### config.mk
export PLATFORM = sky130hd
export DESIGN_NAME = room_evt_mgr
export DESIGN_NICKNAME = d
export VERILOG_FILES = /design/src/hdl/room_evt_pkg.sv /design/src/hdl/room_evt_mgr.sv
export SDC_FILE = /design/constraint.sdc
export NUM_CORES = 2
export LEC_CHECK = 0
export BUFFER_PORTS_ARGS = -buffer_cell sky130_fd_sc_hd__buf_4
export CORE_MARGIN = 3
export CORE_UTILIZATION = 48
export DETAILED_ROUTE_END_ITERATION = 7
export HOLD_SLACK_MARGIN = 0.1
export PLACE_DENSITY = 0.65
export SLEW_MARGIN = 20
export SYNTH_ARGS = -nofsm -noshare
export SYNTH_HDL_FRONTEND = slang
export SYNTH_SLANG_ARGS = --single-unit
### constraint.sdc
create_clock -name pclk -period 13.6 [get_ports pclk]
set_input_delay 1.36 -clock pclk [delete_from_list [all_inputs] [get_ports pclk]]
set_output_delay 1.36 -clock pclk [all_outputs]
set_load 0.05 [all_outputs]
### src/hdl/room_evt_pkg.sv
// Functional notes
// - On recovery objects take their configured recovery value; otherwise the valve gets zero, the switch follows the order below.
// - After recovery the disable and valve fast-travel timers stop until restarted.
// - The transmit delay follows only a voltage recovery.
// - After recovery contact position is assumed, confirmed by the next switch event.
// - Recovery switch order: recovery value, else failure behaviour, else hold.
// - Stairwell duration and permanent-on keep their values across failure.
// - A stairwell interval running at failure restarts on recovery.
// - Logic links saved at failure, restored at recovery if assigned, else made inactive; bus reset keeps them.
// - The input inactive-wait period follows only a voltage recovery.
// - Active purge restarts on recovery; block, forced, purge, adjust re-established.
// - Valve ranking: reference, block, forced, purge, adjust, control value.
// - Recovery valve value only without prior priority; new control value replaces it.
// - Automatic blind holds position; position undefined until next motion telegram.
// - Bus reset resets all states except the logic links, skipping send and switch delays.
// - Bus reset loads stairwell duration, clears disable and permanent-on, opens contact.
// - Fan-changing download: full reset, status zero except automatic, contacts open.
// - Normal download keeps objects, stops stairwell and disable timers, sends status, holds the switch contact.
// - Normal download clears an unassigned disable-time object and its block.
// - At failure each output makes one undelayed action; fan holds or stops.
// - Fast heat-up closes the contact at once when the position rises.
// - Closing lasts new on-time plus a step per position, then PWM restarts.
// - Fast cool-down opens the contact at once when the position falls.
package room_evt_pkg;

    localparam int TW = 24;
    localparam int CLK_MHZ = 10;
    localparam logic [7:0] VALVE_MAX = 8'hFF;
    localparam logic [TW-1:0] T_ONE = 24'h000001;

    localparam logic [7:0] ADDR_CTRL = 8'h00;
    localparam logic [7:0] ADDR_STAIR = 8'h04;
    localparam logic [7:0] ADDR_VALVE = 8'h08;
    localparam logic [7:0] ADDR_TIMING = 8'h0C;
    localparam logic [7:0] ADDR_OBJ = 8'h10;
    localparam logic [7:0] ADDR_STATUS = 8'h14;

    localparam int C_REC_SW_EN = 0;
    localparam int C_REC_SW_VAL = 1;
    localparam int C_FAIL_EN = 2;
    localparam int C_FAIL_VAL = 3;
    localparam int C_LINK1_ASG = 4;
    localparam int C_LINK2_ASG = 5;
    localparam int C_DIS_ASG = 6;
    localparam int C_AUTO = 7;
    localparam int C_FAN_OFF = 8;
    localparam int C_REC_V_EN = 9;
    localparam int CTRL_W = 10;
    localparam int OBJ_PERM = 16;

    typedef enum logic [2:0] {
        SRC_NONE = 3'b000,
        SRC_REF = 3'b001,
        SRC_BLOCK = 3'b010,
        SRC_FORCED = 3'b011,
        SRC_PURGE = 3'b100,
        SRC_ADJUST = 3'b101,
        SRC_CTRL = 3'b110
    } valve_src_t;

    typedef struct packed {
        logic fail;
        logic recover;
        logic bus_reset;
        logic download;
        logic fan_changed;
    } bus_evt_t;

    typedef struct packed {
        logic ref_move;
        logic block;
        logic [7:0] block_val;
        logic forced;
        logic [7:0] forced_val;
        logic purge_start;
        logic adjust;
        logic [7:0] adjust_val;
        logic ctrl_valid;
        logic [7:0] ctrl_val;
    } valve_req_t;

    typedef struct packed {
        logic prio_block;
        logic prio_forced;
        logic prio_adjust;
        logic [7:0] ctrl_val;
        logic [7:0] pos;
        valve_src_t src;
        logic contact;
        logic [TW-1:0] purge_cnt;
        logic [TW-1:0] fast_cnt;
        logic [TW-1:0] pwm_cnt;
    } valve_state_t;

endpackage

### src/hdl/room_evt_mgr.sv
`timescale 1ns/100ps
module room_evt_mgr import room_evt_pkg::*; #(
    parameter int SEND_DELAY_US = 2000,
    parameter int INPUT_WAIT_US = 5000,
    parameter int PURGE_CYCLES = 60000
) (
    input wire logic pclk,
    input wire logic presetn,
    input wire logic psel,
    input wire logic penable,
    input wire logic pwrite,
    input wire logic [7:0] paddr,
    input wire logic [31:0] pwdata,
    output logic [31:0] prdata,
    output logic pready,
    output logic pslverr,
    input wire bus_evt_t evt,
    input wire valve_req_t vreq,
    input wire logic sw_valid,
    input wire logic sw_val,
    input wire logic stair_trig,
    input wire logic [1:0] fan_cmd,
    input wire logic [1:0] link_valid,
    input wire logic [1:0] link_in,
    input wire logic blind_valid,
    input wire logic [7:0] blind_in,
    output logic contact,
    output logic pos_known,
    output logic valve_contact,
    output logic [7:0] valve_pos,
    output valve_src_t valve_src,
    output logic [1:0] fan_speed,
    output logic [7:0] blind_pos,
    output logic blind_pos_valid,
    output logic [1:0] link_val,
    output logic [1:0] link_act,
    output logic status_send,
    output logic inputs_enabled,
    output logic stair_active
);
    localparam logic [TW-1:0] SEND_DLY_CYC = TW'(SEND_DELAY_US * CLK_MHZ);
    localparam logic [TW-1:0] IN_WAIT_CYC = TW'(INPUT_WAIT_US * CLK_MHZ);
    localparam logic [TW-1:0] PURGE_CYC = TW'(PURGE_CYCLES);

    typedef struct packed {
        logic [CTRL_W-1:0] ctrl;
        logic [15:0] stair_cfg;
        logic [7:0] rec_valve;
        logic [11:0] pwm_step;
        logic [11:0] travel_step;
        logic [15:0] stair_dur;
        logic [15:0] dis_time;
        logic perm_on;
        logic failed;
        logic contact;
        logic pos_known;
        logic [TW-1:0] stair_cnt;
        logic [TW-1:0] dis_cnt;
        logic [TW-1:0] send_cnt;
        logic [TW-1:0] wait_cnt;
        logic send_pend;
        valve_state_t v;
        logic [1:0] fan;
        logic auto_status;
        logic [7:0] blind;
        logic blind_ok;
        logic [1:0] link;
        logic [1:0] link_on;
        logic status_send;
        logic [31:0] prdata;
        logic pready;
        logic pslverr;
    } state_t;

    state_t r, n;

    function automatic logic mapped(input logic [7:0] a);
        return a == ADDR_CTRL || a == ADDR_STAIR || a == ADDR_VALVE ||
               a == ADDR_TIMING || a == ADDR_OBJ || a == ADDR_STATUS;
    endfunction

    function automatic logic [TW-1:0] scale(input logic [11:0] step,
                                            input logic [7:0] pos);
        return TW'({12'h000, step} * {16'h0000, pos});
    endfunction

    logic [7:0] tgt;
    valve_src_t tsrc;
    logic [7:0] diff;
    logic [TW-1:0] on_time;
    logic [TW-1:0] period;
    logic wr;

    // Valve arbitration, highest source first
    always_comb begin
        tgt = r.v.pos;
        tsrc = SRC_NONE;
        if (vreq.ref_move) begin
            tgt = r.v.pos;
            tsrc = SRC_REF;
        end else if (r.v.prio_block) begin
            tgt = vreq.block_val;
            tsrc = SRC_BLOCK;
        end else if (r.v.prio_forced) begin
            tgt = vreq.forced_val;
            tsrc = SRC_FORCED;
        end else if (r.v.purge_cnt != '0) begin
            tgt = VALVE_MAX;
            tsrc = SRC_PURGE;
        end else if (r.v.prio_adjust) begin
            tgt = vreq.adjust_val;
            tsrc = SRC_ADJUST;
        end else begin
            tgt = r.v.ctrl_val;
            tsrc = SRC_CTRL;
        end
    end

    assign diff = (tgt > r.v.pos) ? tgt - r.v.pos : r.v.pos - tgt;
    assign on_time = scale(r.pwm_step, r.v.pos);
    assign period = scale(r.pwm_step, VALVE_MAX);
    assign wr = psel && penable && r.pready && pwrite && mapped(paddr);

    always_comb begin
        n = r;
        n.status_send = 1'b0;
        n.pready = 1'b0;
        n.pslverr = 1'b0;
        // Access phase answers on its second cycle; write lands with pready
        if (psel && penable && !r.pready) begin
            n.pready = 1'b1;
            n.pslverr = !mapped(paddr);
            unique case (paddr)
                ADDR_CTRL: n.prdata = 32'(r.ctrl);
                ADDR_STAIR: n.prdata = {16'h0000, r.stair_cfg};
                ADDR_VALVE: n.prdata = {24'h000000, r.rec_valve};
                ADDR_TIMING: n.prdata = {8'h00, r.travel_step, r.pwm_step};
                ADDR_OBJ: n.prdata = {15'h0000, r.perm_on, r.dis_time};
                ADDR_STATUS: n.prdata = {6'h00, r.v.src, r.v.pos,
                    r.stair_dur[7:0], r.failed, r.blind_ok, r.send_pend,
                    r.wait_cnt == '0, r.v.contact, r.pos_known, r.contact};
                default: n.prdata = 32'h00000000;
            endcase
        end
        if (wr) begin
            unique case (paddr)
                ADDR_CTRL: n.ctrl = pwdata[CTRL_W-1:0];
                ADDR_STAIR: n.stair_cfg = pwdata[15:0];
                ADDR_VALVE: n.rec_valve = pwdata[7:0];
                ADDR_TIMING: begin
                    n.pwm_step = pwdata[11:0];
                    n.travel_step = pwdata[23:12];
                end
                ADDR_OBJ: begin
                    n.dis_time = pwdata[15:0];
                    n.perm_on = pwdata[OBJ_PERM];
                end
                default: n.stair_dur = r.stair_dur;
            endcase
        end

        // Normal operation; frozen while the bus is down
        if (!r.failed) begin
            if (sw_valid) begin
                n.contact = sw_val;
                n.pos_known = 1'b1;
                if (r.dis_time != '0)
                    n.dis_cnt = TW'(r.dis_time);
            end
            if (r.dis_cnt != '0)
                n.dis_cnt = r.dis_cnt - T_ONE;
            if (stair_trig && r.dis_cnt == '0 && !r.perm_on) begin
                n.stair_cnt = TW'(r.stair_dur);
                n.contact = 1'b1;
            end else if (r.stair_cnt == T_ONE) begin
                n.stair_cnt = '0;
                n.contact = r.perm_on;
            end else if (r.stair_cnt != '0) begin
                n.stair_cnt = r.stair_cnt - T_ONE;
            end
            for (int i = 0; i < 2; i++) begin
                if (link_valid[i]) begin
                    n.link[i] = link_in[i];
                    n.link_on[i] = 1'b1;
                end
            end
            n.fan = fan_cmd;
            if (blind_valid) begin
                n.blind = blind_in;
                n.blind_ok = 1'b1;
            end
            n.v.prio_block = vreq.block;
            n.v.prio_forced = vreq.forced;
            n.v.prio_adjust = vreq.adjust;
            if (vreq.ctrl_valid)
                n.v.ctrl_val = vreq.ctrl_val;
            if (vreq.purge_start)
                n.v.purge_cnt = PURGE_CYC;
            else if (r.v.purge_cnt != '0)
                n.v.purge_cnt = r.v.purge_cnt - T_ONE;
            n.v.src = tsrc;
            if (tgt > r.v.pos) begin
                n.v.contact = 1'b1;
                n.v.fast_cnt = TW'(scale(r.pwm_step, tgt) +
                    scale(r.travel_step, diff));
                n.v.pos = tgt;
            end else if (tgt < r.v.pos) begin
                n.v.contact = 1'b0;
                n.v.fast_cnt = TW'(scale(r.pwm_step, VALVE_MAX - tgt) +
                    scale(r.travel_step, diff));
                n.v.pos = tgt;
            end else if (r.v.fast_cnt != '0) begin
                n.v.fast_cnt = r.v.fast_cnt - T_ONE;
                n.v.pwm_cnt = '0;
            end else begin
                n.v.pwm_cnt = (r.v.pwm_cnt + T_ONE >= period) ? '0 :
                    r.v.pwm_cnt + T_ONE;
                n.v.contact = r.v.pwm_cnt < on_time;
            end
            if (r.send_cnt != '0) begin
                n.send_cnt = r.send_cnt - T_ONE;
            end else if (r.send_pend) begin
                n.send_pend = 1'b0;
                n.status_send = 1'b1;
            end
            if (r.wait_cnt != '0)
                n.wait_cnt = r.wait_cnt - T_ONE;
        end

        // One event per cycle, failure ranked first
        if (evt.fail) begin
            n.failed = 1'b1;
            if (r.ctrl[C_FAIL_EN])
                n.contact = r.ctrl[C_FAIL_VAL];
            else
                n.contact = r.contact;
            n.fan = r.ctrl[C_FAN_OFF] ? 2'b00 : r.fan;
            n.v.contact = r.v.contact;
            n.v.fast_cnt = '0;
            n.link = r.link;
            n.v.prio_block = r.v.prio_block;
            n.v.prio_forced = r.v.prio_forced;
            n.v.prio_adjust = r.v.prio_adjust;
            n.v.purge_cnt = r.v.purge_cnt;
            n.blind = r.blind;
        end else if (evt.recover) begin
            n.failed = 1'b0;
            n.pos_known = 1'b0;
            if (r.ctrl[C_REC_SW_EN])
                n.contact = r.ctrl[C_REC_SW_VAL];
            else if (r.ctrl[C_FAIL_EN])
                n.contact = r.ctrl[C_FAIL_VAL];
            n.dis_cnt = '0;
            n.v.fast_cnt = '0;
            // Stairwell duration and permanent-on are simply not touched
            n.stair_dur = r.stair_dur;
            if (r.stair_cnt != '0)
                n.stair_cnt = TW'(r.stair_dur);
            n.link_on = {r.ctrl[C_LINK2_ASG] & r.link_on[1],
                         r.ctrl[C_LINK1_ASG] & r.link_on[0]};
            if (r.v.purge_cnt != '0)
                n.v.purge_cnt = PURGE_CYC;
            if (!(r.v.prio_block || r.v.prio_forced || r.v.prio_adjust ||
                  r.v.purge_cnt != '0))
                n.v.ctrl_val = r.ctrl[C_REC_V_EN] ? r.rec_valve : 8'h00;
            n.send_cnt = SEND_DLY_CYC;
            n.send_pend = 1'b1;
            n.wait_cnt = IN_WAIT_CYC;
            if (r.ctrl[C_AUTO])
                n.blind_ok = 1'b0;
        end else if (evt.bus_reset || (evt.download && evt.fan_changed)) begin
            n.contact = 1'b0;
            n.pos_known = 1'b1;
            n.stair_dur = evt.bus_reset ? r.stair_cfg : 16'h0000;
            n.dis_time = '0;
            n.perm_on = 1'b0;
            n.stair_cnt = '0;
            n.dis_cnt = '0;
            n.fan = 2'b00;
            n.v = '0;
            n.blind_ok = 1'b0;
            n.auto_status = r.auto_status & r.ctrl[C_AUTO];
            n.send_cnt = '0;
            n.send_pend = 1'b0;
            n.wait_cnt = '0;
            n.status_send = 1'b1;
            if (!evt.bus_reset) begin
                n.link = '0;
                n.link_on = '0;
            end
        end else if (evt.download) begin
            n.stair_cnt = '0;
            n.dis_cnt = '0;
            n.contact = r.contact;
            n.status_send = 1'b1;
            if (!r.ctrl[C_DIS_ASG]) begin
                n.dis_time = '0;
                n.dis_cnt = '0;
            end
        end
        if (!evt.bus_reset && !evt.download)
            n.auto_status = r.ctrl[C_AUTO];
    end

    always_ff @(posedge pclk or negedge presetn) begin
        if (!presetn)
            r <= '0;
        else
            r <= n;
    end

    assign prdata = r.prdata;
    assign pready = r.pready;
    assign pslverr = r.pslverr;
    assign contact = r.contact;
    assign pos_known = r.pos_known;
    assign valve_contact = r.v.contact;
    assign valve_pos = r.v.pos;
    assign valve_src = r.v.src;
    assign fan_speed = r.fan;
    assign blind_pos = r.blind;
    assign blind_pos_valid = r.blind_ok;
    assign link_val = r.link;
    assign link_act = r.link_on;
    assign status_send = r.status_send;
    assign inputs_enabled = r.wait_cnt == '0;
    assign stair_active = r.stair_cnt != '0;

    reset_opens_a: assert property (@(posedge pclk) disable iff (!presetn)
        evt.bus_reset |=> !contact && status_send)
        else $error("bus reset did not open contact");
    send_delay_a: assert property (@(posedge pclk) disable iff (!presetn)
        evt.recover && !evt.fail |=> !status_send [*8])
        else $error("status sent inside recovery delay");
    rec_known_a: assert property (@(posedge pclk) disable iff (!presetn)
        evt.recover |=> !pos_known)
        else $error("position known right after recovery");
    rec_switch_a: assert property (@(posedge pclk) disable iff (!presetn)
        evt.recover && r.ctrl[C_REC_SW_EN] |=>
        contact == $past(r.ctrl[C_REC_SW_VAL]))
        else $error("recovery switch value not applied");
    input_wait_a: assert property (@(posedge pclk) disable iff (!presetn)
        evt.recover |=> !inputs_enabled)
        else $error("inputs enabled during wait");
    ref_rank_a: assert property (@(posedge pclk) disable iff (!presetn)
        vreq.ref_move && !r.failed && !evt.fail && !evt.bus_reset &&
        !evt.download |=> valve_src == SRC_REF)
        else $error("reference movement not top priority");
    heat_close_a: assert property (@(posedge pclk) disable iff (!presetn)
        !r.failed && tgt > r.v.pos && !evt.fail && !evt.bus_reset &&
        !evt.download |=> valve_contact)
        else $error("fast heat-up did not close contact");
    cool_open_a: assert property (@(posedge pclk) disable iff (!presetn)
        !r.failed && tgt < r.v.pos && !evt.fail && !evt.bus_reset &&
        !evt.download |=> !valve_contact)
        else $error("fast cool-down did not open contact");
    link_keep_a: assert property (@(posedge pclk) disable iff (!presetn)
        evt.bus_reset |=> link_val == $past(link_val))
        else $error("bus reset changed logic links");
    download_hold_a: assert property (@(posedge pclk) disable iff (!presetn)
        evt.download && !evt.fan_changed && !evt.fail && !evt.recover &&
        !evt.bus_reset |=> contact == $past(contact))
        else $error("normal download moved contact");
endmodule

Yosys cells after proc, flatten, opt, wreduce, memory -nomap -nowiden --
Index checks and enable logic that the tools add are counted.
Cells by class: add/sub/neg operators 12, multiply operators 5, order comparisons 4, equal/unequal tests 13, multiplexer cells 101, bitwise gates (word level) 5, reductions and logical operators 44
Operator list (count):
- 24-bit two-way mux | 21
- 196-bit two-way mux | 1
- 26-bit case mux with 6 select lines | 1
- 147-bit two-way mux | 1
- 48-bit two-way mux | 3
- 24-bit nonzero test | 6
- 24-bit by 1-bit subtractor with 24-bit output, second input constant | 6
- 99-bit two-way mux | 1
- 98-bit two-way mux | 1
- 16-bit two-way mux | 6
- 8-bit two-way mux | 12
- 12-bit by 8-bit multiplier with 20-bit output | 4
- 17-bit two-way mux | 3
- 24-bit logical NOT | 2
- 20-bit by 20-bit adder with 21-bit output | 2
- 33-bit two-way mux | 1
- 1-bit two-way mux | 29
- 27-bit two-way mux | 1
- 24-bit by 1-bit adder with 24-bit output, second input constant | 1
- 24-bit by 1-bit == test with 1-bit output, second input constant | 1
- 24-bit by 20-bit >= comparator with 1-bit output | 1
- 24-bit by 20-bit less-than comparator with 1-bit output | 1
- 12-bit by 8-bit multiplier with 20-bit output, second input constant | 1
- 2-bit two-way mux | 10
- other kinds (27) | 68
Storage, ports and cells: register bits 331, input bits 106, logic and storage cells 220

Depth between registers and ports, before layout --
depth in word-level cells 16, mapped depth 53, mapped depth without buffers 51

Least setup slack after synthesis --
OpenSTA, ideal clock, no wires.
kind input to register, start point input vreq[9] (netlist bit), end point register r[95] (netlist bit), setup time 0.122 ns, arrival 12.149 ns, required time 13.478 ns, path slack 1.329 ns, cell stages on the path 48, buffers on the path 3, cells stage by stage mux2i_1 -> a311oi_1 -> a21oi_1 -> o21ai_0 -> inv_1 -> clkbuf_1 -> ha_1 -> fa_1 -> nand3b_1 -> a21o_1 -> a21oi_1 -> buf_2 -> mux2i_1 -> nand2_1 -> a41oi_1 -> o22ai_1 -> xor2_1 -> clkbuf_1 -> [12 not listed] -> nand2_1 -> a21oi_1 -> xor2_1 -> fa_1 -> fa_1 -> fa_1 -> fa_1 -> inv_1 -> ha_1 -> a21o_1 -> a211o_1 -> nor2_1 -> a21oi_1 -> a311o_1 -> a2111oi_0 -> a211oi_1 -> o221ai_1 -> nand2_1
Between the ends: word-level cells in the longest chain between the ends 15, elaborated cells on any way between the ends 24, those cells by class add/sub: 5; mul: 3; order compare: 2; mux: 12; reduce/logical: 2
Ends and longest elaborated chain:
- start: declaration | line room_evt_mgr.sv:18 | input wire valve_req_t vreq,
- 8-bit two-way mux (*) | line room_evt_mgr.sv:110 | end else if (r.v.prio_adjust) begin
- 8-bit two-way mux (*) | line room_evt_mgr.sv:107 | end else if (r.v.purge_cnt != '0) begin
- 8-bit two-way mux (*) | line room_evt_mgr.sv:104 | end else if (r.v.prio_forced) begin
- 8-bit two-way mux (*) | line room_evt_mgr.sv:101 | end else if (r.v.prio_block) begin
- 8-bit two-way mux (*) | line room_evt_mgr.sv:98 | if (vreq.ref_move) begin
- 8-bit subtractor or 8-bit > comparator (tied branches) | line room_evt_mgr.sv:119, room_evt_mgr.sv:202
- 8-bit two-way mux | line room_evt_mgr.sv:119 | assign diff = (tgt > r.v.pos) ? tgt - r.v.pos : r.v.pos - tgt;
- 12-bit by 8-bit multiplier with 20-bit output | line room_evt_mgr.sv:84 | return TW'({12'h000, step} * {16'h0000, pos});
- 20-bit by 20-bit adder with 21-bit output | line room_evt_mgr.sv:209 | n.v.fast_cnt = TW'(scale(r.pwm_step, VALVE_MAX - tgt) +
- 24-bit two-way mux | line room_evt_mgr.sv:207 | end else if (tgt < r.v.pos) begin
- 24-bit two-way mux | line room_evt_mgr.sv:202 | if (tgt > r.v.pos) begin
- 196-bit two-way mux | line room_evt_mgr.sv:163 | if (!r.failed) begin
- 147-bit two-way mux | line room_evt_mgr.sv:271 | end else if (evt.bus_reset || (evt.download && evt.fan_changed)) begin
- 48-bit two-way mux | line room_evt_mgr.sv:246 | end else if (evt.recover) begin
- 24-bit two-way mux | line room_evt_mgr.sv:231 | if (evt.fail) begin
- end signal: assignment | line room_evt_mgr.sv:309 | r <= n;
- end: declaration | line room_evt_mgr.sv:75 | state_t r, n;
Every way passes the cells marked *; elsewhere a longest branch is shown, timed or not. The select of a mux whose other input is x is not followed. A chain may end at the register's enable or synchronous reset.

Worst setup path in the final report --
start point register r[105] (netlist bit), end point register r[95] (netlist bit)
Between the ends: word-level cells in the longest chain between the ends 15, elaborated cells on any way between the ends 24, those cells by class add/sub: 5; mul: 3; order compare: 2; mux: 11; reduce/logical: 3
Ends and longest elaborated chain (line):
- 24-bit nonzero test (*) | room_evt_mgr.sv:107
- 8-bit two-way mux (*) | room_evt_mgr.sv:107
- 8-bit two-way mux (*) | room_evt_mgr.sv:104
- 8-bit two-way mux (*) | room_evt_mgr.sv:101
- 8-bit two-way mux (*) | room_evt_mgr.sv:98
- 8-bit subtractor or 8-bit > comparator (tied branches) | room_evt_mgr.sv:119, room_evt_mgr.sv:202
- 8-bit two-way mux | room_evt_mgr.sv:119
- 12-bit by 8-bit multiplier with 20-bit output | room_evt_mgr.sv:84
- 20-bit by 20-bit adder with 21-bit output | room_evt_mgr.sv:209
- 24-bit two-way mux | room_evt_mgr.sv:207
- 24-bit two-way mux | room_evt_mgr.sv:202
- 196-bit two-way mux | room_evt_mgr.sv:163
- 147-bit two-way mux | room_evt_mgr.sv:271
- 48-bit two-way mux | room_evt_mgr.sv:246
- 24-bit two-way mux | room_evt_mgr.sv:231
Marked as above.

==> impl.org <==
** Place
- Count of buffers inserted at the top-level ports :: 157
- Setup slack at placement :: 0.3140 ns
- Post-detail-place hpwl :: 73440 um
- Instance area after placement :: 35730 um2
- Final RePlAce weighted congestion :: 0.9066
- After detailed placement, the design holds a cell count of 4791.

** Die
- The floorplan has 96 rows.
- Once the floorplan was initialized, standard cells occupied 48.93% of the core.
- From left edge to right edge, the die measures 271.8 um.
- Die ar. :: 73880 um2
- Number of top-level pins :: 172
- Core area :: 69310 um2
- The floorplan step set the die height to 271.8 um.

** STA
- Maximum clock frequency :: 77.28 MHz
- Pin slew with the least headroom to its limit :: 1.016 ns
- Final-report hold violation count :: 0
- The worst pin sits at a relative slew slack of 31.78%.
- Dividing the final minimum period by the clock period gives 95.15%.
- Slew Viols, Final :: 0
- On the final layout, the worst clock skew is 0.03570 ns.
- Endpoints failing setup :: 0
- Setup slack on the critical path of the routed design comes to 0.6600 ns.
- Hold timing on the final database bottoms out at a slack of 0.4730 ns.
- Min cycle time layout :: 12.94 ns

** Routing
- Detailed routing inserted a total of 27710 vias.
- Total length of routed wires :: 96760 um
- ANT nets after route :: 0
- Using the TritonRoute via totals, the vias-per-cell ratio works out to 5.687.
- After detailed routing, the number of remaining DRC violations is 2.
- Mean routed wirelength per cell :: 19.86 um
- For this block, the initial DRC count from the detailed router was 2132.
- The first detailed-routing pass ran for 8 iterations.

** Critical path
- Crit-path most repeated cell :: sky130_fd_sc_hd__fa_1
- The worst setup path is captured at a flip-flop.
- The worst register-to-register path ends at r[95].
- The startpoint identified for the worst register-to-register timing path is r[105].
- Internal reg-to-reg setup slack :: 0.66 ns
- Of all nets on the critical path, the largest fanout is 11.
- STA puts the critical path data required time at 14.05 ns.
- Kind of start point of the critical path :: flip-flop
- The critical path in this run is classified as flip-flop to flip-flop.
- In this run the worst setup path terminates at r[95].
- At the worst endpoint, the arrival time is 13.39 ns.
- The critical path starts at r[105].
- Maximum single-stage delay on the critical path :: 0.54 ns
- The number of cells on the worst reg-to-reg path is 47.
- Worst path slowest cell :: sky130_fd_sc_hd__fa_1

** Layout
- Total Nets Final :: 4604
- Number of standard cells in the final layout excluding fillers :: 4872
- Area of the multi-input gates :: 23060 um2
- Leaving out fill and tap cells, the most frequent cells in the layout are sky130_fd_sc_hd__nand2_1, sky130_fd_sc_hd__inv_1, sky130_fd_sc_hd__fa_1.
- Across the whole layout, storage elements account for 8259 um2.
- Final design area excluding fillers :: 37300 um2
- P&R area growth vs syn :: 9.994%
- The library cell used most frequently in the layout, excluding fill and tap cells, is sky130_fd_sc_hd__nand2_1.
- Number of inserted filler cells in the final layout :: 6449
- Fraction of layout cells with a size suffix above 1 :: 10.33%

** Synth
- Yosys top cell area share :: 24.35%
- Synthesis inferred 330 register bits.
- Syn_area_per_cell :: 8.807 um2
- The cell area that synthesis handed to floorplanning was 33920 um2.
- The largest total area in the synthesized netlist belongs to sky130_fd_sc_hd__dfrtp_1.
- For this run, the number of Yosys warnings is 0.
- Count of flip-flops with a built-in enable after synthesis :: 0
- By area the synthesized netlist is led by sky130_fd_sc_hd__dfrtp_1, sky130_fd_sc_hd__fa_1, sky130_fd_sc_hd__ha_1, sky130_fd_sc_hd__nand2_1, sky130_fd_sc_hd__inv_1.
- Share of async-settable or async-resettable flops after synthesis :: 100.0%
- Post-synthesis cell count :: 3851
- Post-synth top flop :: sky130_fd_sc_hd__dfrtp_1
- Sequential share of the synthesized area :: 24.35%
- After synthesis, the netlist uses 82 different library cells.

** CTS
- The H-tree was split into 2 levels.
- Clock transition at the registers of the reported paths :: 0.06 ns
- The tree built by TritonCTS fans out to 330 sinks.
- The clock passes through at most 3 buffers.
- CTS Root Cell :: sky130_fd_sc_hd__clkbuf_16
- Number of hold-repair buffers added at the cts stage :: 0
- TritonCTS created 42 clock buffers.
- TritonCTS clock tree :: yes
- At the later pin of the worst-skew pair, clock insertion delay measures 0.59 ns.

** GRT
- Pin count of the biggest net entering global routing :: 159
- Vias in the first global route :: 27040
- Number of antenna violations at the first check in global routing :: 4
- Global routing finished with a remaining overflow of 0.
- First-pass GRT wire length :: 152700 um
- In the global route stage, overall resource usage came out at 26.13%.

** Power and ir drop
- The completed layout was analyzed and its total power is 0.003578 W.
- Leak :: 17.70 nW
- Largest voltage drop on the vdd net :: 0.09957 mV
- Dividing total power by cell area gives a power density of 95.90 nW/um2.

** Min path
- The tightest min-delay check is of the flip-flop to flip-flop type.

** Run status
- Status :: complete, but fails checks
- The checks that failed: design-rule violations.

** Run
- Number of maximum-capacitance violations :: 0
## worst min path at each step
stage | to | cells after the start | startpoint
floorplan | r[107] | 1 | r[107]
detailed placement | r[107] | 1 | r[107]
finish | r[107] | 1 | r[107]
global route | prdata[24] | 2 | prdata[24]
global placement | r[107] | 1 | r[107]
CTS | r[107] | 1 | r[107]
## metal layers
layer | GRT usage [%] | vias to the layer above | share of wire, %
met1 | 36.37 | 13780 | 44
met4 | 7.851 | 2 | 3.1
met2 | 41.68 | 901 | 46
met3 | 4.792 | 132 | 7.5
met5 | 0 | - | 0.012
li1 | - | 12890 | -
## cells in the mapped netlist (all sizes together), types with 6 or more instances
master  number
nand2      478
inv        435
dfrtp      330
fa         330
nor2       322
ha         263
a21oi      200
o21ai      184
clkbuf     137
and2       134
nor3        98
xnor2       81
buf         79
xor2        79
mux2        76
nand3       53
or3         40
a22o        38
a21o        37
nor4        36
nor2b       35
mux2i       34
nand2b      33
a22oi       26
and3        25
nand4       22
a211oi      19
o31ai       17
or4         15
o21a        14
or2         13
a31oi       12
nand3b      11
o211ai      11
o22ai       11
a311oi      10
and4         8
a222oi       7
nor3b        7
o311ai       7
o41ai        7
clkinv       6
## logic make-up after synthesis
family	count (synthesis)	share of synthesized area [%]
AOI/OAI and AO/OA	659	12.20
xor gates and xnor gates	160	4.132
adders and majority gates	593	29.18
buffers and inverters	657	7.972
DFF	330	24.35
muxes	110	3.527
other	1	0.01106
and+or+nand+nor	1341	18.63
## where the power goes
part | switching, W | internal (W)
Sequential | 0.000121 | 0.00107
Combinational | 0.000798 | 0.000394
Clock | 0.000469 | 0.000720
Total | 0.00139 | 0.00219
## repair_timing
action,CTS,global route
buffers inserted,0,1
endpoints found under the setup margin,0,7
resized for setup,0,16
## state kept, by name, indices dropped and copies added (netlist names)
signal / flops
blind_pos: 8
blind_pos_valid: 1
contact: 1
fan_speed: 2
link_act: 2
link_val: 2
pos_known: 1
prdata: 26
pready: 1
pslverr: 1
r: 272
status_send: 1
valve_contact: 1
valve_pos: 8
valve_src: 3
## metrics by stage
| stage | setup TNS [ns] | util (%) |
|---|---|---|
| global route | -0.007575 | 53.82 |
| floorplan | 0 | - |
| CTS | 0 | 53.70 |
| detailed placement | 0 | 51.56 |
| finish | 0 | 53.83 |
| global placement | 0 | 51.56 |
## critical path, delay by kind of cell, from the launching register on
kind | cells | cell delay [ns]
adders and majority gates | 10 | 4.43
AOI/OAI and AO/OA | 16 | 3.61
and+or+nand+nor | 13 | 3.09
DFF | 1 | 0.44
buffers and inverters | 5 | 0.42
xor gates and xnor gates | 2 | 0.41
muxes | 1 | 0.38
## cell type report
class / count / area share [%]
antenna: 2 / 0.01342
clock buffer: 52 / 3.079
clock inverter: 26 / 0.9022
inverter: 441 / 4.437
multi-input combinational: 2869 / 61.80
sequential: 330 / 22.14
tap: 931 / 3.123
timing repair buffer: 221 / 4.501
(Power assumes the default switching activity.)
